<file path="config.mk">
export PLATFORM = sky130hd
export DESIGN_NAME = rate_monitor
export DESIGN_NICKNAME = d
export VERILOG_FILES = /design/src/core/window_counter.v /design/src/core/rate_monitor.v
export VERILOG_INCLUDE_DIRS = /design/src /design/src/core
export SDC_FILE = /design/constraint.sdc
export NUM_CORES = 1
export LEC_CHECK = 0
export BUFFER_PORTS_ARGS = -buffer_cell sky130_fd_sc_hd__buf_2
export CAP_MARGIN = 10
export CORE_MARGIN = 3
export CORE_UTILIZATION = 66
export CTS_BUF_LIST = sky130_fd_sc_hd__clkbuf_16
export CTS_CLUSTER_DIAMETER = 40
export DETAILED_ROUTE_END_ITERATION = 7
export PLACE_DENSITY_LB_ADDON = 0.25
export SYNTH_ARGS = -nofsm -noshare
export SYNTH_HDL_FRONTEND = slang
export SYNTH_SLANG_ARGS = --single-unit
</file>
<file path="constraint.sdc">
create_clock -name pclk -period 10.4 [get_ports pclk]
set_input_delay 1.04 -clock pclk [delete_from_list [all_inputs] [get_ports pclk]]
set_output_delay 1.04 -clock pclk [all_outputs]
set_load 0.03 [all_outputs]
</file>
<file path="src/core/rate_monitor_defs.vh">
// constants of the excessive error rate monitor
`ifndef RATE_MONITOR_DEFS_VH
`define RATE_MONITOR_DEFS_VH
// register byte offsets
`define CTRL_OFF        12'h000
`define THRESH_OFF      12'h004
`define STATUS_OFF      12'h008
`define IRQ_STAT_OFF    12'h00c
`define IRQ_MASK_OFF    12'h010
`define COUNT10_OFF     12'h014
`define COUNT60_OFF     12'h018
`define COUNT3I_OFF     12'h01c
// control fields
`define CTRL_ALARM_EN   0
`define CTRL_EDL_EN     1
`define CTRL_MGMT_FDL   2
`define CTRL_NEAR_EN    3
`define CTRL_FAR_EN     4
`define CTRL_RESET      5'h03
// threshold codes
`define THR_E4          3'h0
`define THR_E5          3'h1
`define THR_E6          3'h2
`define THR_E7          3'h3
`define THR_E8          3'h4
`define THR_E9          3'h5
`define THR_RESET       3'h0
// declare limits (count must exceed) and clear limits (count must fall below)
`define DECL_E4         24'd1535
`define CLR_E4          24'd1536
`define DECL_E5         24'd921
`define CLR_E5          24'd922
`define DECL_E6         24'd92
`define CLR_E6          24'd93
`define DECL_E7         24'd9
`define CLR_E7          24'd10
`define DECL_E8         24'd41
`define CLR_E8          24'd42
`define DECL_E9         24'd4
`define CLR_E9          24'd5
// window timing
// 40 bits wide so the 60 s and 15 min products do not wrap at 32 bits
`define CLK_HZ          40'd100000000
`define WIN10_S         10
`define WIN60_S         60
`define INTV_S          900
`define WIN10_CYC       (`WIN10_S * `CLK_HZ)
`define WIN60_CYC       (`WIN60_S * `CLK_HZ)
`define INTV_CYC        (`INTV_S * `CLK_HZ)
// status bits
`define IRQ_DECLARE     0
`define IRQ_CLEAR       1
`endif

</file>
<file path="src/core/window_counter.v">
// one measurement window: cycle timer plus error count
`timescale 1ns/1ps
module window_counter #(
  parameter [39:0] cycles = 40'd1000
) (
  // clock and reset
  input  wire        pclk,
  input  wire        presetn,
  // control
  input  wire        restart,
  input  wire        err,
  // results
  output reg         boundary,
  output reg  [23:0] total,
  output reg  [23:0] running
);
  reg [39:0] tick_reg;

  always @(posedge pclk or negedge presetn) begin
    if (!presetn) begin
      tick_reg <= 40'h0;
      boundary <= 1'b0;
      total    <= 24'h0;
      running  <= 24'h0;
    end else if (restart) begin
      tick_reg <= 40'h0;
      boundary <= 1'b0;
      total    <= 24'h0;
      running  <= 24'h0;
    end else if (tick_reg == cycles - 40'd1) begin
      // window closes: latch total, restart count
      tick_reg <= 40'h0;
      boundary <= 1'b1;
      total    <= running + {23'h0, err};
      running  <= 24'h0;
    end else begin
      tick_reg <= tick_reg + 40'd1;
      boundary <= 1'b0;
      // running saturates at its maximum; the close adds the last cycle's error without saturation, so total can wrap
      if (err && running != 24'hff_ffff)
        running <= running + 24'd1;
    end
  end
endmodule // window_counter

</file>
<file path="src/core/rate_monitor.v">
// excessive error rate monitor with apb register file
//
// The APB interface to the registers and the register offsets were decided locally.
`timescale 1ns/1ps
`include "rate_monitor_defs.vh"
module rate_monitor #(
  parameter [39:0] win10_cycles = `WIN10_CYC,
  parameter [39:0] win60_cycles = `WIN60_CYC,
  parameter [39:0] intv_cycles  = `INTV_CYC
) (
  // apb
  input  wire        pclk,
  input  wire        presetn,
  input  wire        psel,
  input  wire        penable,
  input  wire        pwrite,
  input  wire [11:0] paddr,
  input  wire [31:0] pwdata,
  output reg  [31:0] prdata,
  output reg         pready,
  output reg         pslverr,
  // framing logic
  input  wire        crc5_err,
  // alarm and interrupt
  output reg         error_rate_alarm,
  output reg         irq
);
  // ****************************************
  // registers
  // ****************************************
  reg  [4:0]  ctrl_reg;
  reg  [2:0]  thresh_reg;
  reg  [1:0]  irq_stat_reg;
  reg  [1:0]  irq_mask_reg;
  reg         cond_reg;
  reg  [23:0] intv0_reg;
  reg  [23:0] intv1_reg;
  reg  [23:0] intv2_reg;
  reg  [23:0] sum3_reg;
  reg         restart_reg;
  wire        b10;
  wire        b60;
  wire        b15;
  wire [23:0] t10;
  wire [23:0] t60;
  wire [23:0] t15;

  wire access   = psel && penable;
  wire wr       = access && pwrite;
  wire rd       = access && !pwrite;
  wire link_ok  = ctrl_reg[`CTRL_EDL_EN] && !ctrl_reg[`CTRL_MGMT_FDL];
  wire alarm_on = link_ok && ctrl_reg[`CTRL_ALARM_EN];
  wire active   = alarm_on && (ctrl_reg[`CTRL_NEAR_EN] || ctrl_reg[`CTRL_FAR_EN]);
  // the whole word is compared so a value above 5 is refused, not folded
  wire thr_wr   = wr && paddr == `THRESH_OFF && pwdata <= {29'h0, `THR_E9};
  // errors are not counted while inactive; enable does not restart the windows or clear their counts
  wire err_in   = crc5_err && active;

  // ****************************************
  // windows
  // ****************************************
  window_counter #(.cycles(win10_cycles)) w10 (
    .pclk     (pclk),
    .presetn  (presetn),
    .restart  (restart_reg),
    .err      (err_in),
    .boundary (b10),
    .total    (t10),
    .running  ()
  );
  window_counter #(.cycles(win60_cycles)) w60 (
    .pclk     (pclk),
    .presetn  (presetn),
    .restart  (restart_reg),
    .err      (err_in),
    .boundary (b60),
    .total    (t60),
    .running  ()
  );
  window_counter #(.cycles(intv_cycles)) w15 (
    .pclk     (pclk),
    .presetn  (presetn),
    .restart  (restart_reg),
    .err      (err_in),
    .boundary (b15),
    .total    (t15),
    .running  ()
  );

  // sliding sum of the last three interval totals
  always @(posedge pclk or negedge presetn) begin
    if (!presetn) begin
      intv0_reg <= 24'h0;
      intv1_reg <= 24'h0;
      intv2_reg <= 24'h0;
    end else if (restart_reg) begin
      intv0_reg <= 24'h0;
      intv1_reg <= 24'h0;
      intv2_reg <= 24'h0;
    end else if (b15) begin
      intv0_reg <= t15;
      intv1_reg <= intv0_reg;
      intv2_reg <= intv1_reg;
    end
  end

  wire [25:0] sum_wide = {2'b00, intv0_reg} + {2'b00, intv1_reg} + {2'b00, intv2_reg};
  always @* begin
    sum3_reg = (sum_wide[25:24] != 2'b00) ? 24'hff_ffff : sum_wide[23:0];
  end

  // ****************************************
  // per-threshold declare and clear
  // ****************************************
  // each level is evaluated at its own window boundary; lower thresholds
  // include every higher-rate level, so the six flags stack
  reg [5:0] lvl_reg;
  reg [5:0] lvl_next;
  always @* begin
    lvl_next = lvl_reg;
    if (b10) begin
      if (t10 > `DECL_E4)
        lvl_next[0] = 1'b1;
      else if (t10 < `CLR_E4)
        lvl_next[0] = 1'b0;
    end
    if (b60) begin
      if (t60 > `DECL_E5)
        lvl_next[1] = 1'b1;
      else if (t60 < `CLR_E5)
        lvl_next[1] = 1'b0;
      if (t60 > `DECL_E6)
        lvl_next[2] = 1'b1;
      else if (t60 < `CLR_E6)
        lvl_next[2] = 1'b0;
      if (t60 > `DECL_E7)
        lvl_next[3] = 1'b1;
      else if (t60 < `CLR_E7)
        lvl_next[3] = 1'b0;
    end
    if (b15) begin
      if (sum3_reg - intv2_reg + t15 > `DECL_E8)
        lvl_next[4] = 1'b1;
      else if (sum3_reg - intv2_reg + t15 < `CLR_E8)
        lvl_next[4] = 1'b0;
      if (sum3_reg - intv2_reg + t15 > `DECL_E9)
        lvl_next[5] = 1'b1;
      else if (sum3_reg - intv2_reg + t15 < `CLR_E9)
        lvl_next[5] = 1'b0;
    end
  end

  always @(posedge pclk or negedge presetn) begin
    if (!presetn)
      lvl_reg <= 6'h00;
    else if (restart_reg || !active)
      lvl_reg <= 6'h00;
    else
      lvl_reg <= lvl_next;
  end

  // condition under the selected threshold: its own level or any higher rate
  reg cond_next;
  always @* begin
    case (thresh_reg)
      `THR_E4: cond_next = lvl_reg[0];
      `THR_E5: cond_next = |lvl_reg[1:0];
      `THR_E6: cond_next = |lvl_reg[2:0];
      `THR_E7: cond_next = |lvl_reg[3:0];
      `THR_E8: cond_next = |lvl_reg[4:0];
      `THR_E9: cond_next = |lvl_reg[5:0];
      default: cond_next = 1'b0;
    endcase
  end

  // ****************************************
  // control, alarm and interrupt
  // ****************************************
  wire ev_decl = cond_next && !cond_reg;
  wire ev_clr  = !cond_next && cond_reg;
  wire stat_rd = rd && paddr == `IRQ_STAT_OFF;

  always @(posedge pclk or negedge presetn) begin
    if (!presetn) begin
      ctrl_reg         <= `CTRL_RESET;
      thresh_reg       <= `THR_RESET;
      irq_mask_reg     <= 2'b00;
      irq_stat_reg     <= 2'b00;
      cond_reg         <= 1'b0;
      restart_reg      <= 1'b0;
      error_rate_alarm <= 1'b0;
      irq              <= 1'b0;
    end else begin
      restart_reg <= 1'b0;
      if (wr && paddr == `CTRL_OFF)
        ctrl_reg <= pwdata[4:0];
      if (thr_wr) begin
        thresh_reg  <= pwdata[2:0];
        restart_reg <= pwdata[2:0] != thresh_reg;
      end
      if (wr && paddr == `IRQ_MASK_OFF)
        irq_mask_reg <= pwdata[1:0];
      cond_reg <= (thr_wr && pwdata[2:0] != thresh_reg) ? 1'b0 : cond_next;
      // read clears, but a new event in the same cycle is kept
      irq_stat_reg <= (stat_rd ? 2'b00 : irq_stat_reg) | {ev_clr, ev_decl};
      error_rate_alarm <= cond_next && alarm_on;
      irq <= |(((stat_rd ? 2'b00 : irq_stat_reg) | {ev_clr, ev_decl}) & irq_mask_reg);
    end
  end

  // ****************************************
  // apb slave: zero wait states
  // ****************************************
  always @(posedge pclk or negedge presetn) begin
    if (!presetn) begin
      prdata  <= 32'h0;
      pready  <= 1'b0;
      pslverr <= 1'b0;
    end else begin
      pready  <= psel && !penable;
      pslverr <= 1'b0;
      prdata  <= 32'h0;
      if (psel && !penable) begin
        if (paddr == `CTRL_OFF)
          prdata <= {27'h0, ctrl_reg};
        else if (paddr == `THRESH_OFF)
          prdata <= {29'h0, thresh_reg};
        else if (paddr == `STATUS_OFF)
          prdata <= {24'h0, lvl_reg, active, cond_reg};
        else if (paddr == `IRQ_STAT_OFF)
          prdata <= {30'h0, irq_stat_reg};
        else if (paddr == `IRQ_MASK_OFF)
          prdata <= {30'h0, irq_mask_reg};
        else if (paddr == `COUNT10_OFF)
          prdata <= {8'h0, t10};
        else if (paddr == `COUNT60_OFF)
          prdata <= {8'h0, t60};
        else if (paddr == `COUNT3I_OFF)
          prdata <= {8'h0, sum3_reg};
        else
          pslverr <= 1'b1;
      end
    end
  end
endmodule // rate_monitor

</file>
==> results by stage, run 1 <==
Clock network:
- The latest clock arrival within the worst-skew pair is 0.60 ns.
- The cell at the root of the clock tree is sky130_fd_sc_hd__clkbuf_16.
- In this run the deepest clock path goes through 3 buffers.
- The number of clock sinks is approximately 390.
- The post-cts repair resize count is 0.
- The clock-pin slew of the registers on the worst-case setup and hold paths is roughly 0.06 ns.
- In this run, post-CTS hold repair placed 0 buffers.
- The post-CTS setup-driven buffer insertion count is 0.
- CTS built an H-tree with a depth of 2.
- TritonCTS built the clock tree.
- The number of clock buffers inserted by TritonCTS is 51.

Timing:
- Timing would allow up to 152 MHz.
- Setup repair after global routing left no endpoint under its margin.
- The worst clock skew is around 0.026 ns.
- The time the final worst path needs with I/O delays and setup is 6.60 ns.
- The final-report hold violation count is 0.
- Of the available clock period, the critical path in the final layout requires between 60% and 70%.
- The number of slew-limit violations in the final report is 0.
- For the pin with the worst max-slew slack, the measured transition is just over 1 ns.
- Setup violations remaining at the end of the flow were counted as 0.
- In this run the tightest slew margin relative to its limit is 32.3%.
- The total negative setup slack is 0 ns.
- After layout, the worst setup slack is around 3.8 ns.

Power and ir drop:
- The total power after layout is 3.38 mW.
- The total power divided by cell area is between 100 and 150 nW/um^2.
- The cell leakage power is 11.4 nW.
- The largest vdd supply drop is approximately 0.13 mV.

Synth:
- Averaged over all synthesized cells, the footprint is 9.25 sq um.
- For this run, the register share of the synthesized area comes to between 40 and 50%.
- The most used flip-flop cell after synthesis is sky130_fd_sc_hd__dfrtp_1.
- The netlist uses 86 different library cells.
- Of the post-synthesis cell area, the dominant cell type holds 42.6%.
- The total of flip-flops plus latches after synthesis is 387.
- Sorting the synthesized cells by area gives the leading types as sky130_fd_sc_hd__dfrtp_1 43%, sky130_fd_sc_hd__nor2_1 6.8%, sky130_fd_sc_hd__xor2_1 5.3%, sky130_fd_sc_hd__fa_1 4.2%, sky130_fd_sc_hd__xnor2_1 3.9%.
- The count of warnings emitted by yosys is 0.
- The share of flip-flops with an asynchronous set or reset after synthesis is between 90% and 100%.
- The cell with the most instances after synthesis is sky130_fd_sc_hd__nor2_1.
- The commonest cells after synthesis are 413 x sky130_fd_sc_hd__nor2_1, 385 x sky130_fd_sc_hd__dfrtp_1, 222 x sky130_fd_sc_hd__nand2_1.
- The netlist area before placement is about 23000 sq um.
- Synthesis produced a netlist whose cell count is 2449.
- The biggest area contributor in the post-synthesis netlist is sky130_fd_sc_hd__dfrtp_1.
- In this run, synthesis inferred 0 flip-flops with an integrated enable.

GRT:
- The number of global-route vias before repair is 17400.
- Global routing used a little under a third of the available tracks.
- The number of antenna violations at the first check in global routing is 0.
- The wire length of the first global-routing pass is around 90 mm.
- After global routing the overflow that remains totals 0.
- Entering global routing, the biggest net connects ~120 pins.

Critical path:
- The kind of launch point of the worst setup path is a flop.
- Data on the critical path is required at its endpoint by around 11 ns.
- The maximum fanout encountered on the critical timing path is 30.
- The dominant cell type by count on the critical path is sky130_fd_sc_hd__fa_1.
- The maximum single-stage delay on the critical path is 0.54 ns.
- The standard cell with the maximum stage delay on the critical path is sky130_fd_sc_hd__or4_1.
- The register-to-register setup slack is 3.80 ns.
- The nature of the critical path endpoint is a flop.
- Data on the critical path arrives at its endpoint at between 7 and 8 ns.
- By startpoint and endpoint, the worst setup path is classified as reg -> reg.
- Traced cell by cell, the critical path runs through fa_1 -> ha_1 -> fa_1 -> a21o_1 -> a221oi_2 -> a21oi_1 -> o21ai_1 -> o21ai_0 -> mux2i_2 -> buf_4 -> o21ai_0 -> fa_1 -> ha_1 -> a21oi_2 -> nand2_1 -> a221o_1 -> nor4_2 -> a211o_1 -> a31oi_1 -> or4_1 -> nor4_2 -> a31oi_1.

Drt:
- The starting DRC count in detailed routing is about 1500.
- The detailed-route vias per instance is 6.15.
- In the routed design, unresolved DRC markers number 0.
- Detailed routing inserted a total of between 15000 and 20000 vias.
- The routed design has roughly 55 mm of wire.
- For this run, the detailed router's first-pass iteration total came to 7.
- Dividing the detail-routed wire length by the instance count gives 18.5 um.
- The residual antenna-violating net count after detailed routing is 0.

Die:
- The initial core utilization is between 60% and 70%.
- The region available for standard cell placement spans 33700 sq um.
- Pin placement for this block handled 86 I/O pins.
- The die covers roughly 37000 sq um.
- Measured along the y axis, the die boundary spans roughly 190 um.
- The die is 191 um wide.
- After floorplanning, the core was divided into 67 placement rows.

Finish:
- Of the cells placed in the final design, the portion with a size suffix greater than 1 is 9.17%.
- 0 antenna diodes ended up in the layout.
- The finished cells cover 25100 sq um.
- The finished layout holds a little under 3000 standard cells, fillers aside.
- The net count of the finished layout is approximately 2600.
- Relative to the synthesized area, the layout overhead comes to 10.8%.

Placed design:
- The worst-case setup slack after placement is between 3 and 4 ns.
- Port buffering added 77 buffers.
- The HPWL after detailed placement is around 39 mm.
- Once placement completed, the tool counted placed cells totaling roughly 2900.
- The final estimated routing congestion in global placement is between 0.9 and 1.
- Summing all placed instances gives a cell area of approximately 23000 sq um.

Worst hold path:
- The path type of the worst min-delay path is reg -> reg.

Run status:
- The flow ran to the end, and the final reports show no timing, DRC or antenna violations.

Run:
- The tool flagged a number of max-cap violations equal to 0.
-- final cells by class --
class                           instances  area (sq um)
Multi-Input combinational cell       1873         12200
Sequential cell                       387          9690
Timing Repair Buffer                   95           551
Clock inverter                         42           469
Inverter                               82           308
Tap cell                              448           561
Clock buffer                           52          1300
Fill cell                            2391          8600
-- through the flow --
step / hold WS [ns] / utilization [%]
after global placement: 0.435 / 69.1
after CTS: 0.461 / 74.4
after floorplan: 0.424 / -
final: 0.454 / 74.5
after detailed placement: 0.448 / 69.1
after global routing: 0.487 / 74.5
-- report_power, final --
group | internal, mW | switching (mW) | total (mW)
combinational | 0.0102 | 0.0427 | 0.0530
sequential | 1.51 | 0.000192 | 1.51
clock | 1.12 | 0.699 | 1.82
total | 2.64 | 0.742 | 3.38
-- worst paths after layout --
kind,start,to,depth (start not counted)
min in group asynchronous,presetn,intv2_reg[17],1
min reg2reg,w15.tick_reg[0],w15.tick_reg[0],1
max in group asynchronous,presetn,w10.tick_reg[26],3
min,w15.tick_reg[0],w15.tick_reg[0],1
max reg2reg,intv0_reg[1],lvl_reg[4],22
max,intv0_reg[1],lvl_reg[4],22
-- cell families after synthesis --
logic type      count (synthesis)  share of synthesized area (%)
xor+xnor                      239                           9.25
buf+inv                       196                           3.49
compound gates                375                           10.6
other cells                     1                         0.0166
fa+ha+maj                     107                           7.50
flops                         387                           42.8
mux                            96                           4.31
simple gates                 1048                           22.0
-- cell usage in the layout, fill, tap and decap left out, types with 8 or more instances in the layout --
cell and count:
sky130_fd_sc_hd__nor2_1 413, sky130_fd_sc_hd__fa_1 48, sky130_fd_sc_hd__mux2_2 12, sky130_fd_sc_hd__a21oi_1 143, sky130_fd_sc_hd__nor4_1 29, sky130_fd_sc_hd__xor2_1 138, sky130_fd_sc_hd__clkbuf_16 52, sky130_fd_sc_hd__bufinv_16 8
sky130_fd_sc_hd__o21a_1 9, sky130_fd_sc_hd__o21ai_0 77, sky130_fd_sc_hd__buf_4 17, sky130_fd_sc_hd__mux2i_1 83, sky130_fd_sc_hd__nor4b_1 9, sky130_fd_sc_hd__or4_1 9, sky130_fd_sc_hd__a211oi_1 24, sky130_fd_sc_hd__buf_2 76
sky130_fd_sc_hd__a31oi_1 8, sky130_fd_sc_hd__nand3_1 92, sky130_fd_sc_hd__inv_1 89, sky130_fd_sc_hd__or3_1 45, sky130_fd_sc_hd__nand4_1 65, sky130_fd_sc_hd__a222oi_1 18, sky130_fd_sc_hd__dfrtp_1 383, sky130_fd_sc_hd__and4_1 17
sky130_fd_sc_hd__conb_1 8, sky130_fd_sc_hd__a21o_1 13, sky130_fd_sc_hd__nand2_1 222, sky130_fd_sc_hd__ha_1 59, sky130_fd_sc_hd__nand2b_1 15, sky130_fd_sc_hd__nor2b_1 10, sky130_fd_sc_hd__and3_1 37, sky130_fd_sc_hd__and2_1 10
sky130_fd_sc_hd__nor3_1 39, sky130_fd_sc_hd__xnor2_1 101
-- routing by layer --
metal  GRT usage (%)  wire length, um
met1            43.5            24100
met2            46.6            25100
met3            6.13             4320
met4            9.62             1680
met5               0                0
-- worst max-delay path: cells and delay by family (launching register included) --
kind | cells | cell delay (ns)
and+or+nand+nor | 4 | 1.06
buffers and inverters | 1 | 0.32
AOI/OAI and AO/OA | 11 | 2.42
adders and majority gates | 5 | 2.05
muxes | 1 | 0.19
DFF | 1 | 0.41
No activity file was read; power rests on OpenSTA's default activity.
==> run 2, diff against run 1 <==
--- a/config.mk
+++ b/config.mk
@@ -9,7 +9,7 @@
 export BUFFER_PORTS_ARGS = -buffer_cell sky130_fd_sc_hd__buf_2
 export CAP_MARGIN = 10
 export CORE_MARGIN = 3
-export CORE_UTILIZATION = 66
+export CORE_UTILIZATION = 63
 export CTS_BUF_LIST = sky130_fd_sc_hd__clkbuf_16
 export CTS_CLUSTER_DIAMETER = 40
 export DETAILED_ROUTE_END_ITERATION = 7
==> constraint.sdc (replaced) <==
create_clock -name pclk -period 6.8 [get_ports pclk]
set_input_delay 0.68 -clock pclk [delete_from_list [all_inputs] [get_ports pclk]]
set_output_delay 0.68 -clock pclk [all_outputs]
set_load 0.03 [all_outputs]
==> run 2 against run 1 <==
Compared with the run above:
- the flow now finishes with violations (design-rule violations)
- sequential share of layout area fell by 0.17 points
- first-iteration DRC count up 4.5%
- combinational power grew 54%
- clock power grew 54%
- global-route usage decreased by 1.1 points
- cell count is 0.50% higher
- wire length rose by 1.2%
- largest power group unchanged
- sequential cell count stayed put
- non-clock buffer count increased by 2
- worst hold slack lost 0.34 ns
==> results by stage, run 2 (same netlist as run 1, synthesis figures left out) <==
Drt:
- The aggregate routed wire length is 55.9 mm (+1.2%).
- The total iterations of the first detailed-routing run was 8 (+1).
- The routed via count is 18300 (+0.022%).
- The number of DRC violations after detailed routing came to 1 (+1).
- The starting DRC count in detailed routing is 1530 (+4.5%).
- The detailed-route vias per instance is 6.12 (-0.48%).
- The residual antenna-violating net count after detailed routing is 0 (unchanged).
- The detailed-route wire length per cell is 18.7 um (+0.71%).

Timing:
- The worst slew slack as a fraction of its limit is 32.5% (+0.24 points).
- The worst clock skew is 0.0265 ns (+0.00000840 ns).
- The time the final worst path needs with I/O delays and setup is 6.51 ns (-0.0948 ns).
- The maximum clock rate is 154 MHz (+1.5%).
- The setup-violating endpoint count in the final report came to 0 (unchanged).
- The minimum setup slack in the final design is 0.295 ns (-3.51 ns).
- The slew at the pin closest to its max-slew limit is 1.01 ns (+0.00313 ns).
- Setup repair after global routing left no endpoint under its margin.
- The final-report hold violation count was 0 (unchanged).
- The total negative setup slack is 0 ns (unchanged).
- The number of slew-limit violations in the final report is 0 (unchanged).
- The fraction of the cycle the final worst path needs is 95.7% (+32 points).

Die:
- The number of rows in the core area came to 68 (+1.5%).
- The core outline area came to 35000 sq um (+3.8%).
- The initial core utilization is 64.7% (-2.4 points).
- The count of pins on the block boundary came to 86 (unchanged).
- The full die area is 38200 sq um (+4.6%).
- The die height came to 196 um (+2.3%).
- The die span in x is 196 um (+2.3%).

Power and ir drop:
- The total power divided by cell area is 206 nW/um^2 (+53%).
- The largest vdd supply drop is 0.341 mV (+170%).
- The total power after layout is 5.19 mW (+54%).
- The cell leakage power is 11.5 nW (+0.32%).

Critical path:
- The capture instance of the worst register-to-register path is lvl_reg[5].
- The nature of the critical path endpoint is a flop.
- The path type of the worst setup path is reg -> reg.
- The register-to-register setup slack is 0.29 ns (-3.51 ns).
- The count of cells along the worst register-to-register path is 22 (unchanged).
- The startpoint of the most critical setup path is intv0_reg[1].
- The maximum fanout encountered on the critical timing path came to 20 (-33%).
- The launch instance of the worst register-to-register path is intv0_reg[1].
- The required time at the worst-slack endpoint was 7.25 ns (-3.61 ns).
- The worst setup path is launched from a flop.
- The signal arrival time at the worst endpoint was 6.95 ns (-0.11 ns).
- The most critical setup path has its endpoint at lvl_reg[5].

Placed design:
- The number of cells in the design after placement came to 2893 (+0.31%).
- The worst-case setup slack after placement was 0.269 ns (-3.57 ns).
- The post-DP HPWL is 39.3 mm (+1.3%).
- The count of input and output buffers was 77 (unchanged).
- The final estimated routing congestion in global placement was 0.959 (+2.0%).

GRT:
- The number of global-route vias before repair is 17800 (+2.6%).
- The largest net degree at the start of global routing was 151 (+25%).
- The total routing usage reported by global routing is 29.2% (-1.1 points).
- The global-route congestion overflow total came to 0 (unchanged).
- The number of antenna violations at the first check in global routing is 0 (unchanged).
- The wire length of the first global-routing pass came to 92.0 mm (+2.3%).

Finish:
- The share of post-route cells with drive strength above 1 came to 9.69% (+0.52 points).
- The share of the core filled with cells is 72.1% (-2.4 points).
- In the layout the commonest cells are 413 x sky130_fd_sc_hd__nor2_1, 383 x sky130_fd_sc_hd__dfrtp_1, 222 x sky130_fd_sc_hd__nand2_1.
- Compared with the post-synthesis result, the final layout area differs by 11.3%.
- The most common cell after layout, fill and taps aside is sky130_fd_sc_hd__nor2_1.
- The count of nets after finishing is 2651 (+0.15%).
- The antenna cell count is 0 (unchanged).
- The final cell count without fillers is 2994 (+0.50%).

Clock network:
- The cell at the root of the clock tree is sky130_fd_sc_hd__clkbuf_16.
- The latest clock arrival within the worst-skew pair came to 0.61 ns (about the same).
- The number of clock buffers inserted by TritonCTS is 53 (+3.9%).
- The number of buffers on the longest clock path is 3 (unchanged).
- The clock-pin slew of the registers on the worst-case setup and hold paths is 0.05 ns (about the same).
- TritonCTS built the clock tree.
- The total number of H-tree levels is 2 (unchanged).
- The number of clock sinks was 387 (unchanged).
- The post-CTS setup-driven buffer insertion count is 0 (unchanged).

Run:
- The number of violations of the max-capacitance limit came to 0 (unchanged).

Run status:
- The checks that failed: design-rule violations.
- The run finished, with violations left.

Worst hold path:
- The path type of the worst min-delay path is in -> async.
run 2: changes by cell type in the layout (fill, tap and decap cells not counted), moves of 2 or more:
cell	delta
sky130_fd_sc_hd__bufinv_16	-2
sky130_fd_sc_hd__buf_4	-2
sky130_fd_sc_hd__clkinv_2	+7
sky130_fd_sc_hd__clkbuf_16	+2
sky130_fd_sc_hd__inv_8	-3
sky130_fd_sc_hd__inv_1	-3
sky130_fd_sc_hd__buf_6	+2
sky130_fd_sc_hd__inv_6	+5
sky130_fd_sc_hd__buf_12	+3
run 2: power breakdown:
group / switching [mW] / internal (mW)
clock network: 1.11 / 1.70
logic: 0.0650 / 0.0165
registers: 0.000249 / 2.31
run 2: how the worst min path moves through the flow:
stage                               start  slack [ns]               to
after floorplan                   presetn        0.38         cond_reg
after global placement    w15.tick_reg[0]        0.43  w15.tick_reg[0]
after detailed placement  w15.tick_reg[0]        0.44  w15.tick_reg[0]
after CTS                         presetn        0.17    intv1_reg[17]
after global routing              presetn        0.19    intv2_reg[19]
final                             presetn        0.11    intv2_reg[19]
run 2: metal layers:
metal / vias to the layer above / global-route usage [%] / wire, um
met1: 8905 / 42.1 / 25000
met4: 0 / 10.6 / 1950
met2: 676 / 45.4 / 25400
met3: 128 / 4.21 / 3630
li1: 8607 / - / -
met5: - / 0 / 0
run 2: cell type report:
| class | instances | area [sq um] |
|---|---|---|
| Tap cell | 455 | 569 |
| Sequential cell | 387 | 9690 |
| Multi-Input combinational cell | 1873 | 12200 |
| Fill cell | 2563 | 9760 |
| Clock buffer | 54 | 1350 |
| Timing Repair Buffer | 97 | 591 |
| Inverter | 82 | 308 |
| Clock inverter | 46 | 460 |
run 2: through the flow:
stage / area, sq um / hold WS (ns)
after floorplan: 22700 / 0.384
after global placement: 23300 / 0.434
after detailed placement: 23400 / 0.442
after CTS: 25200 / 0.169
after global routing: 25200 / 0.195
final: 25200 / 0.109
run 2: repair_timing:
action | CTS | global route
gates resized for setup | 0 | 4
endpoints found under the setup margin | 0 | 2
hold buffers | 0 | 0
run 2: worst max-delay path, cell delays in order (launching register included):
cell and delay [ns]:
sky130_fd_sc_hd__dfrtp_1 0.41, sky130_fd_sc_hd__fa_1 0.49, sky130_fd_sc_hd__ha_1 0.26, sky130_fd_sc_hd__fa_1 0.43
sky130_fd_sc_hd__a21o_1 0.24, sky130_fd_sc_hd__a221oi_4 0.34, sky130_fd_sc_hd__a21oi_2 0.15, sky130_fd_sc_hd__o21ai_1 0.22
sky130_fd_sc_hd__o21ai_0 0.13, sky130_fd_sc_hd__mux2i_2 0.29, sky130_fd_sc_hd__buf_6 0.24, sky130_fd_sc_hd__nand2b_1 0.11
sky130_fd_sc_hd__fa_1 0.46, sky130_fd_sc_hd__ha_1 0.31, sky130_fd_sc_hd__a21oi_1 0.21, sky130_fd_sc_hd__nor2_1 0.12
sky130_fd_sc_hd__o21ai_2 0.27, sky130_fd_sc_hd__nand3_1 0.13, sky130_fd_sc_hd__o311a_1 0.36, sky130_fd_sc_hd__a211o_1 0.28
sky130_fd_sc_hd__or4_1 0.53, sky130_fd_sc_hd__nor4_2 0.25, sky130_fd_sc_hd__a31oi_1 0.14
